--- src/common/ants_cfg.svh ---
`ifndef ANTS_CFG_SVH
`define ANTS_CFG_SVH

// Register byte offsets
`define ANTS_CTRL_OFS      12'h000
`define ANTS_STATUS_OFS    12'h004
`define ANTS_FEATURES_OFS  12'h008

// Control and feature bit positions
`define ANTS_BIT_AC        0
`define ANTS_BIT_SD        1
`define ANTS_BIT_SR        2
`define ANTS_BIT_OD        3
`define ANTS_BIT_POWER_DOWN_ON_SHORT      4
`define ANTS_CTRL_W        5
`define ANTS_CTRL_RESET    5'h00

// Status bit positions
`define ANTS_ST_COND_LSB   0
`define ANTS_ST_POWER      2
`define ANTS_ST_REPORTING  3
`define ANTS_ST_SHORT_RAW  4
`define ANTS_ST_PRES_RAW   5
`define ANTS_ST_CHANGED    8

// Timing
`define ANTS_CLK_MHZ       100
`define ANTS_SETTLE_NS     1000
`define ANTS_SETTLE_CYCLES ((`ANTS_SETTLE_NS * `ANTS_CLK_MHZ + 999) / 1000)
`define ANTS_RETEST_MS     1000
`define ANTS_RETEST_CYCLES (`ANTS_RETEST_MS * 1000 * `ANTS_CLK_MHZ)

`endif

--- src/common/ants_pkg.sv ---
package ants_pkg;

  typedef enum logic [1:0] {
    COND_INIT,
    COND_OK,
    COND_SHORT,
    COND_OPEN
  } ants_cond_t;

  typedef enum logic [2:0] {
    ST_INIT,
    ST_OK,
    ST_OPEN,
    ST_SHORT,
    ST_CUT,
    ST_RETEST
  } ants_state_t;

  // Bit 0 is supply control, matching the control register
  typedef struct packed {
    logic power_down_on_short;
    logic open_detect_enable;
    logic short_recovery_enable;
    logic short_detect_enable;
    logic supply_control_enable;
  } ants_ctrl_t;

  typedef struct packed {
    logic       valid;
    ants_cond_t cond;
    logic       power_on;
  } ants_cond_rpt_t;

  typedef struct packed {
    logic       valid;
    ants_ctrl_t features;
  } ants_feat_rpt_t;

endpackage

--- src/logic/ants_supervisor.sv ---
`timescale 1ns/100ps
`include "ants_cfg.svh"
module ants_supervisor
  import ants_pkg::*;
#(
  parameter int unsigned               RETEST_CYCLES = `ANTS_RETEST_CYCLES,
  parameter logic [`ANTS_CTRL_W-1:0]   STORED_CFG    = `ANTS_CTRL_RESET
) (
  input  wire logic        sys_clk,
  input  wire logic        nrst,
  input  wire logic        psel,
  input  wire logic        penable,
  input  wire logic        pwrite,
  input  wire logic [11:0] paddr,
  input  wire logic [31:0] pwdata,
  output logic [31:0]      prdata,
  output logic             pready,
  output logic             pslverr,
  input  wire logic        short_sense_low,
  input  wire logic        presence_sense_pin,
  output logic             antenna_power_cutoff,
  output logic             short_pullup_en,
  output logic             presence_pullup_en,
  output ants_cond_rpt_t   antenna_condition_report,
  output ants_feat_rpt_t   supervisor_feature_report
);

  localparam int unsigned SETTLE = `ANTS_SETTLE_CYCLES;

  logic [1:0]  rst_pipe;
  logic        rst_n;
  logic [1:0]  short_sync;
  logic [1:0]  pres_sync;
  logic [1:0]  short_en_q;
  logic [1:0]  pres_en_q;
  ants_ctrl_t  ctrl;
  ants_ctrl_t  feat_snap;
  logic        feat_done;
  ants_state_t state;
  ants_state_t next_state;
  logic [31:0] cnt;
  logic [31:0] next_cnt;
  logic        reported;
  ants_cond_t  last_cond;
  logic        last_pwr;
  logic        changed;

  function automatic logic addr_ok(input logic [11:0] a);
    return (a == `ANTS_CTRL_OFS) || (a == `ANTS_STATUS_OFS) || (a == `ANTS_FEATURES_OFS);
  endfunction

  function automatic ants_cond_t cond_of(input ants_state_t s);
    ants_cond_t c;
    c = COND_SHORT;
    if (s == ST_INIT) c = COND_INIT;
    else if (s == ST_OK) c = COND_OK;
    else if (s == ST_OPEN) c = COND_OPEN;
    return c;
  endfunction

  // Reset release through two flops
  always_ff @(posedge sys_clk or negedge nrst) begin
    if (!nrst) rst_pipe <= 2'b00;
    else rst_pipe <= {rst_pipe[0], 1'b1};
  end
  assign rst_n = rst_pipe[1];

  // Idle levels match the pull-ups, so no false event at release
  always_ff @(posedge sys_clk or negedge rst_n) begin
    if (!rst_n) begin
      short_sync <= 2'b11;
      pres_sync  <= 2'b11;
    end else begin
      short_sync <= {short_sync[0], short_sense_low};
      pres_sync  <= {pres_sync[0], presence_sense_pin};
    end
  end

  // Enables lag like the pins: samples taken before the pull-up was on are stale
  always_ff @(posedge sys_clk or negedge rst_n) begin
    if (!rst_n) begin
      short_en_q <= 2'b00;
      pres_en_q  <= 2'b00;
    end else begin
      short_en_q <= {short_en_q[0], ctrl.short_detect_enable};
      pres_en_q  <= {pres_en_q[0], ctrl.open_detect_enable};
    end
  end

  wire logic short_seen = ctrl.short_detect_enable & short_en_q[1] & ~short_sync[1];
  wire logic open_seen  = ctrl.open_detect_enable & pres_en_q[1] & ~pres_sync[1];
  wire logic cut_mode   = ctrl.power_down_on_short & ctrl.short_recovery_enable;

  // APB: data and error captured in setup, answered in first access cycle
  wire logic apb_setup = psel & ~penable;
  wire logic apb_acc   = psel & penable;
  wire logic wr_ctrl   = apb_acc & pwrite & (paddr == `ANTS_CTRL_OFS);
  wire logic wr_stat   = apb_acc & pwrite & (paddr == `ANTS_STATUS_OFS);
  wire logic clr_chg   = wr_stat & pwdata[`ANTS_ST_CHANGED];

  wire ants_cond_t cur_cond = cond_of(state);
  wire logic       cur_pwr  = (state != ST_CUT);

  wire logic [31:0] status_word = {23'h000000, changed, 2'b00, pres_sync[1],
                                   short_sync[1], ctrl.supply_control_enable,
                                   cur_pwr, cur_cond};
  wire logic [31:0] rd_mux =
    (paddr == `ANTS_CTRL_OFS)     ? {27'h0000000, ctrl} :
    (paddr == `ANTS_STATUS_OFS)   ? status_word :
    (paddr == `ANTS_FEATURES_OFS) ? {27'h0000000, feat_snap} : 32'h00000000;

  assign pready = apb_acc;

  always_ff @(posedge sys_clk or negedge rst_n) begin
    if (!rst_n) begin
      prdata  <= 32'h00000000;
      pslverr <= 1'b0;
    end else if (apb_setup) begin
      prdata  <= rd_mux;
      pslverr <= ~addr_ok(paddr);
    end
  end

  // Control register; reset value stands for the stored configuration
  always_ff @(posedge sys_clk or negedge rst_n) begin
    if (!rst_n) ctrl <= ants_ctrl_t'(STORED_CFG);
    else if (wr_ctrl) ctrl <= ants_ctrl_t'(pwdata[`ANTS_CTRL_W-1:0]);
  end

  assign short_pullup_en    = ctrl.short_detect_enable;
  assign presence_pullup_en = ctrl.open_detect_enable;

  // Live evaluation when not latched; short has priority over open
  function automatic ants_state_t live_eval(input logic sh, input logic op, input logic cm);
    ants_state_t s;
    s = ST_OK;
    if (sh) s = cm ? ST_CUT : ST_SHORT;
    else if (op) s = ST_OPEN;
    return s;
  endfunction

  wire logic settled   = (cnt >= SETTLE - 1);
  wire logic timed_out = (cnt >= RETEST_CYCLES - 1);

  always_comb begin
    next_state = state;
    if (!ctrl.supply_control_enable) begin
      next_state = ST_INIT;
    end else begin
      unique case (state)
        ST_INIT: begin
          if (settled) next_state = live_eval(short_seen, open_seen, cut_mode);
        end
        ST_OK, ST_OPEN: begin
          next_state = live_eval(short_seen, open_seen, cut_mode);
        end
        ST_SHORT: begin
          // Latched: leaves only on supply control or detect disable, or recovery timeout
          if (!ctrl.short_detect_enable) next_state = ST_OK;
          else if (ctrl.short_recovery_enable && timed_out && !short_seen)
            next_state = ST_OK;
        end
        ST_CUT: begin
          if (!ctrl.short_detect_enable) next_state = ST_OK;
          else if (!cut_mode) next_state = ST_SHORT;
          else if (timed_out) next_state = ST_RETEST;
        end
        ST_RETEST: begin
          if (!ctrl.short_detect_enable) next_state = ST_OK;
          else if (short_seen) next_state = cut_mode ? ST_CUT : ST_SHORT;
          else if (settled) next_state = ST_OK;
        end
      endcase
    end
  end

  // Timer restarts on every state change and while supply control is off
  assign next_cnt = (next_state != state || !ctrl.supply_control_enable) ? 32'h00000000 :
                    (cnt == 32'hffffffff) ? cnt : cnt + 32'h00000001;

  always_ff @(posedge sys_clk or negedge rst_n) begin
    if (!rst_n) begin
      state                <= ST_INIT;
      cnt                  <= 32'h00000000;
      antenna_power_cutoff <= 1'b0;
    end else begin
      state                <= next_state;
      cnt                  <= next_cnt;
      antenna_power_cutoff <= (next_state == ST_CUT);
    end
  end

  // Condition reports: first one after enable is INIT, then each change
  wire logic rpt_fire = ctrl.supply_control_enable &
                        (!reported || cur_cond != last_cond || cur_pwr != last_pwr);

  always_ff @(posedge sys_clk or negedge rst_n) begin
    if (!rst_n) begin
      reported                 <= 1'b0;
      last_cond                <= COND_INIT;
      last_pwr                 <= 1'b1;
      antenna_condition_report <= '0;
    end else begin
      reported                       <= ctrl.supply_control_enable;
      last_cond                      <= cur_cond;
      last_pwr                       <= cur_pwr;
      antenna_condition_report.valid <= rpt_fire;
      antenna_condition_report.cond  <= cur_cond;
      antenna_condition_report.power_on <= cur_pwr;
    end
  end

  // Sticky change flag; a new report beats a same-cycle clear
  always_ff @(posedge sys_clk or negedge rst_n) begin
    if (!rst_n) changed <= 1'b0;
    else if (rpt_fire) changed <= 1'b1;
    else if (clr_chg) changed <= 1'b0;
  end

  // Feature summary once after reset, only when supply control is stored on
  always_ff @(posedge sys_clk or negedge rst_n) begin
    if (!rst_n) begin
      feat_done                 <= 1'b0;
      feat_snap                 <= '0;
      supervisor_feature_report <= '0;
    end else begin
      feat_done                       <= 1'b1;
      supervisor_feature_report.valid <= !feat_done && ctrl.supply_control_enable;
      supervisor_feature_report.features <= ctrl;
      if (!feat_done) feat_snap <= ctrl;
    end
  end
endmodule

--- config.mk ---
export PLATFORM = sky130hd
export DESIGN_NAME = ants_supervisor
export DESIGN_NICKNAME = d
export VERILOG_FILES = /design/src/common/ants_pkg.sv /design/src/logic/ants_supervisor.sv
export VERILOG_INCLUDE_DIRS = /design/src /design/src/common
export SDC_FILE = /design/constraint.sdc
export NUM_CORES = 1
export LEC_CHECK = 0
export ABC_CLOCK_PERIOD_IN_PS = 2100
export BUFFER_PORTS_ARGS = -buffer_cell sky130_fd_sc_hd__buf_2
export CAP_MARGIN = 0
export CORE_UTILIZATION = 37
export DETAILED_ROUTE_END_ITERATION = 12
export SLEW_MARGIN = 10
export SYNTH_ARGS = -nofsm -noshare
export SYNTH_HDL_FRONTEND = slang
export SYNTH_SLANG_ARGS = --single-unit
--- constraint.sdc ---
create_clock -name sys_clk -period 2.1 [get_ports sys_clk]
set_input_delay 0.42 -clock sys_clk [delete_from_list [all_inputs] [get_ports sys_clk]]
set_output_delay 0.42 -clock sys_clk [all_outputs]
set_load 0.01 [all_outputs]
# Word level (Yosys, flattened, before mapping)
# Cells that the tools add are included.
# classes
n_addsub	1
n_mul	0
n_div	0
n_lt_le_gt_ge	2
eq_ne	14
shift	0
muxes	24
n_bitwise	16
n_reduce_logical	16
# ops
cell	n
2-to-1 mux 32 bit	2
2-to-1 mux 3 bit	12
adder 32 x 1 -> 32 bit, second input constant	1
equality test 32 bit, second input constant	1
greater-or-equal comparator 32 x 27 -> 1 bit, second input constant	1
greater-or-equal comparator 32 x 7 -> 1 bit, second input constant	1
2-to-1 mux 9 bit	2
case mux 3 bit (5 select lines)	1
AND 1 bit	12
equality test 12 x 3 -> 1 bit, second input constant	1
equality test 12 x 4 -> 1 bit, second input constant	1
zero test 12 bit	1
equality test 3 bit, second input constant	3
equality test 3 x 2 -> 1 bit, second input constant	2
2-to-1 mux 2 bit	3
logical OR 1 bit	5
2-to-1 mux 5 bit	1
zero test 1 bit	4
NOT 1 bit	4
equality test 3 x 1 -> 1 bit, second input constant	1
logical AND 1 bit	3
zero test 3 bit	1
2-to-1 mux 1 bit	3
inequality test 3 bit	1
other kinds (6)	6
# word_totals
regBits	102
latch_bits	0
ram_bits	0
mem_bits_ro	0
inputBits	51
output_inout_bits	47
word_cells	105
n_memories	0

# Logic depth before layout (Yosys ltp)
# logic_depth
depth_word	11
ltp_mapped	10
ltp_nobuf	8

# Least setup slack after synthesis
# No wires, ideal clock.
# synth_path
kind	register -> register
start	register ctrl (netlist bit short_pullup_en)
end	register cnt[10]
setup_ps	151
t_arrival_ps	2189
required_time_ps	1949
setup_slack_ps	-239
path_stages_with_launch	9
path_buffers	1
synth_period_minus_slack_ps	2339
path_cell_list	dfrtp_1 > nand3b_2 > maj3_1 > o22ai_1 > nor2b_1 > or4_1 > o2111ai_4 > buf_6 > nor4_2
# synth_between
elab_chain_cells	11
word_cells_on_any_way	17
classes_between	2 x eq/ne; 10 x mux; 2 x bitwise; 3 x reduce/logical
# synth_rtl
item	line_no	rtl
start, declared	ants_supervisor.sv:36	ants_ctrl_t ctrl;
start signal, assigned	ants_supervisor.sv:126	if (!rst_n) ctrl <= ants_ctrl_t'(STORED_CFG);
start signal, assigned	ants_supervisor.sv:127	else if (wr_ctrl) ctrl <= ants_ctrl_t'(pwdata[`ANTS_CTRL_W-1:0]);
AND 1 bit (2 in a row)	ants_supervisor.sv:90	wire logic short_seen = ctrl.short_detect_enable & short_en_q[1] & ~short_sync[1];
zero test 1 bit	ants_supervisor.sv:160	else if (ctrl.short_recovery_enable && timed_out && !short_seen)
logical AND 1 bit	ants_supervisor.sv:160	
2-to-1 mux 3 bit	ants_supervisor.sv:160	
2-to-1 mux 3 bit	ants_supervisor.sv:159	if (!ctrl.short_detect_enable) next_state = ST_OK;
case mux 3 bit (5 select lines) *	ants_supervisor.sv:150	unique case (state)
2-to-1 mux 3 bit *	ants_supervisor.sv:147	if (!ctrl.supply_control_enable) begin
inequality test 3 bit *	ants_supervisor.sv:178	assign next_cnt = (next_state != state || !ctrl.supply_control_enable) ? 32'h00000000 :
logical OR 1 bit *	ants_supervisor.sv:178	
inequality test 2 bit (no line) or 2-to-1 mux 32 bit (tied branches)	n/a	
end signal, assigned	ants_supervisor.sv:188	cnt <= next_cnt;
end, declared	ants_supervisor.sv:41	logic [31:0] cnt;
# Every way passes the cells marked *; elsewhere a longest branch is shown, timed or not.
# A chain may end at the register's enable or synchronous reset.

# Final worst setup path
# layout_path
start	register cnt[8]
end	register cnt[2]
# layout_between
elab_chain_cells	10
word_cells_on_any_way	20
classes_between	2 x order compare; 3 x eq/ne; 12 x mux; 3 x reduce/logical
# layout_rtl
item	line_no	rtl
greater-or-equal comparator 32 x 27 -> 1 bit	ants_supervisor.sv:143	wire logic timed_out = (cnt >= RETEST_CYCLES - 1);
logical AND 1 bit (2 in a row)	ants_supervisor.sv:160	
2-to-1 mux 3 bit	ants_supervisor.sv:160	
2-to-1 mux 3 bit	ants_supervisor.sv:159	
case mux 3 bit (5 select lines) *	ants_supervisor.sv:150	
2-to-1 mux 3 bit *	ants_supervisor.sv:147	
net next_state[1]	ants_supervisor.sv:40	ants_state_t next_state;
inequality test 3 bit *	ants_supervisor.sv:178	
logical OR 1 bit *	ants_supervisor.sv:178	
inequality test 2 bit (no line) or 2-to-1 mux 32 bit (tied branches)	n/a	
# Mark *: on every way through the listed nets, which the timed path passes. The rest lies on a longest branch.

==> impl_metrics.toml <==
[die]
die-area_um2 = 12170
rows = 39
initial_core_util_pct = 38.02
core_um2 = 11420
fp.dieW_um = 110.3
io_pins = 98
die_h_um = 110.3

[placement]
pre_cts_ws_ps = -497.9
dpl_cell_area_um2 = 5430
hpwl_um = 7644
io_buffers = 46
place.gp.congestion = 0.8720

[power_and_ir_drop]
swShare_pct = 29.32
p_int_uw = 2978
p_sw_uw = 1235
max-vdd-ir-drop_uv = 482.8
power_uw = 4214
p_per_area_nw_per_um2 = 713.7
comb_power_share_pct = 25.4
pwr-share-clk_pct = 37.0
p_seq_share_pct = 37.6
leakage_uw = 0.002619

[cts]
ctsRootBufferMaster = "clkbuf_16"
clk_latency_ps = 340
cts.sinks = 75
clk_path_buf_depth = 2
clk_pin_slew_ps = 60
cts_tree = "built"
cts_made_buffers = 9
htree_num_levels = 3

[timing]
clock_skew_ps = 6.671
setup_ws_ps = -472.8
tightestPinTransition_ps = 673.3
period_share_pct = 122.5
finalHoldViolations = 0
hold_ws_ps = 170.2
clock.fmax_mhz = 388.7
relSlewSlack_pct = 55.12
tns_ps = -13480
min_period_ps = 2573
rsz0062_at_grt = "yes"
finalSetupViolations = 34
slew_viol_final = 0

[flow_run]
drv_cap = 0

[logic_synthesis]
synth_most_common_cell = "dfrtp_1"
syn_area_um2 = 4342
ys_top_cells_by_area = "dfrtp_1 40%, nor4_2 8.4%, buf_4 5.0%, nand2_1 3.6%, xor2_1 3.6%"
yosys.area.top_type = "dfrtp_1"
netlist.area_leader.share_pct = 40.35
yosysSeqAreaShare_pct = 43.37
synth-seq-cells = 75
synth_common_cells = "70 x dfrtp_1, 42 x nand2_1, 29 x buf_4, 29 x nor4_2, 27 x nor2_1"
synth_warnings = 0
async_flop_share_pct = 100.0
synthFlopType = "dfrtp_1"
synth_cell_types = 61
synth_edf_count = 0
syn_inst = 417
syn_area_per_cell_um2 = 10.41

[worst_setup_path]
slowest_delay_ps = 410
arrival_ps = 2810
crit_path_end_kind = "register"
path_class = "reg2reg"
cpLargestDelayFamily = "simple AND/OR/NAND/NOR gates"
critPathLaunchType = "register"
cp_data_required_time_ps = 2330
path_common_cell = "buf_4"
critical_path.max_fanout = 17
cp_slowest_cell = "dfrtp_1"
critical_path_buf_inv_count = 3
path_cells = "nor4_4 > buf_4 > nand3_4 > nor3_4 > mux2i_2 > buf_4 > a211oi_4 > o2111ai_4 > buf_12 > nor4_2"

[drt]
totalWireLength_um = 10210
vias = 3564
drc = 0
drtIter0Drc = 91
wl_per_cell_um = 14.44
viasPerCell = 5.041
first_pass_iters = 5
ant_nets = 0

[finish]
n_antenna_cell = 0
syn_to_final_growth_pct = 35.99
n_fill_cell = 1016
fin_area_um2 = 5904
drive_above_1_share_pct = 43.62
finalNetCount = 611

[global_routing]
grt_pass1_wl_um = 16960
antenna_found_initial = 0
grt.overflow.total = 0
grt_start_max_net_pins = 37
grt_pass1_vias = 3513
grt.total_usage_pct = 18.44

[outcome]
status = "finished, violations left"
violations = "negative setup slack"

[hold_path]
min_path_type = "in2reg"
cell usage in the layout (no fill, tap or decap), types with 5 or more instances in the layout:
cell and count:
and3_1 6, nand4_1 13, buf_4 98, dfstp_2 5, nand3_1 12, nor4_2 31
xnor2_1 16, nand2_1 40, xor2_1 18, conb_1 27, o21ai_0 10, and2_1 6
nor2_1 26, clkbuf_16 9, nand2b_1 8, a21oi_1 7, o211ai_1 5, inv_1 6
nor3_1 7, buf_2 46, buf_12 7, dfrtp_1 68, mux2_2 8, nor4_4 8
cell type report:
type / count / area, um2 / area share [%]
Timing Repair Buffer: 154 / 1139 / 19.28
Clock inverter: 5 / 61.31 / 1.038
Clock buffer: 11 / 242.7 / 4.111
Inverter: 7 / 26.28 / 0.4450
Tap cell: 143 / 178.9 / 3.030
Sequential cell: 75 / 1886 / 31.93
Multi-Input combinational cell: 312 / 2371 / 40.16
state kept, by name (all words and copies together), names as in the netlist, 3 cells and up:
| name | cells |
|---|---|
| cnt | 32 |
| supervisor_feature_report | 4 |
| prdata | 7 |
| ctrl | 3 |
| feat_snap | 5 |
| state | 3 |
power groups by stage:
| stage | logic, uW | registers, uW | clock network [uW] |
|---|---|---|---|
| after floorplan | 653 | 1630 | 0 |
| after global routing | 1170 | 1600 | 1660 |
| final | 1070 | 1590 | 1560 |
| after global placement | 1000 | 1600 | 0 |
| after CTS | 1040 | 1580 | 1590 |
| after detailed placement | 1020 | 1610 | 0 |
final timing paths:
check,slack [ps],end,from,cells after the start
max,-470,cnt[2],cnt[8],10
min,170,pres_sync[0],presence_sense_pin,1
max reg2reg,-470,cnt[2],cnt[8],10
min reg2reg,250,state[0],rst_pipe[1],0
max in group asynchronous,1140,prdata[8],rst_pipe[1],2
min in group asynchronous,250,state[0],rst_pipe[1],0
metal layers:
layer  wire, um  share of wire [%]  up-vias  track usage [%]
li1           -                  -     1731                -
met2       5023                 49       62            29.55
met3        304                3.0       15            3.233
met1       4697                 46     1756            24.46
met5          0                  0        -                0
met4        185                1.8        0            7.989
timing repair:
action                                 4_1_cts  5_1_grt
buffers inserted                             1        3
pin swaps                                    2        4
setup endpoints to repair                   35       36
gates resized for setup                      6       17
hold buffers                                 1        0
endpoints found under the hold margin        2        0
kinds of logic (layout without fill, tap and decap cells):
family                     after synthesis  in the layout  synth area share [%]
and+or+nand+nor                        185            185                 28.07
DFF                                     75             75                 43.37
buffers and inverters                   55            177                 8.530
AOI/OAI and AO/OA                       49             49                 8.646
xor gates and xnor gates                35             35                 7.233
muxes                                   14             14                 3.458
adders and majority gates                2              2                0.5187
other                                    2             27                0.1730
metrics by stage:
step	utilization, %	cells
after floorplan	-	442
after global placement	47.56	687
after detailed placement	47.56	687
after CTS	50.69	705
after global routing	51.71	707
final	51.71	707
Power figures use the tool's default switching activity.
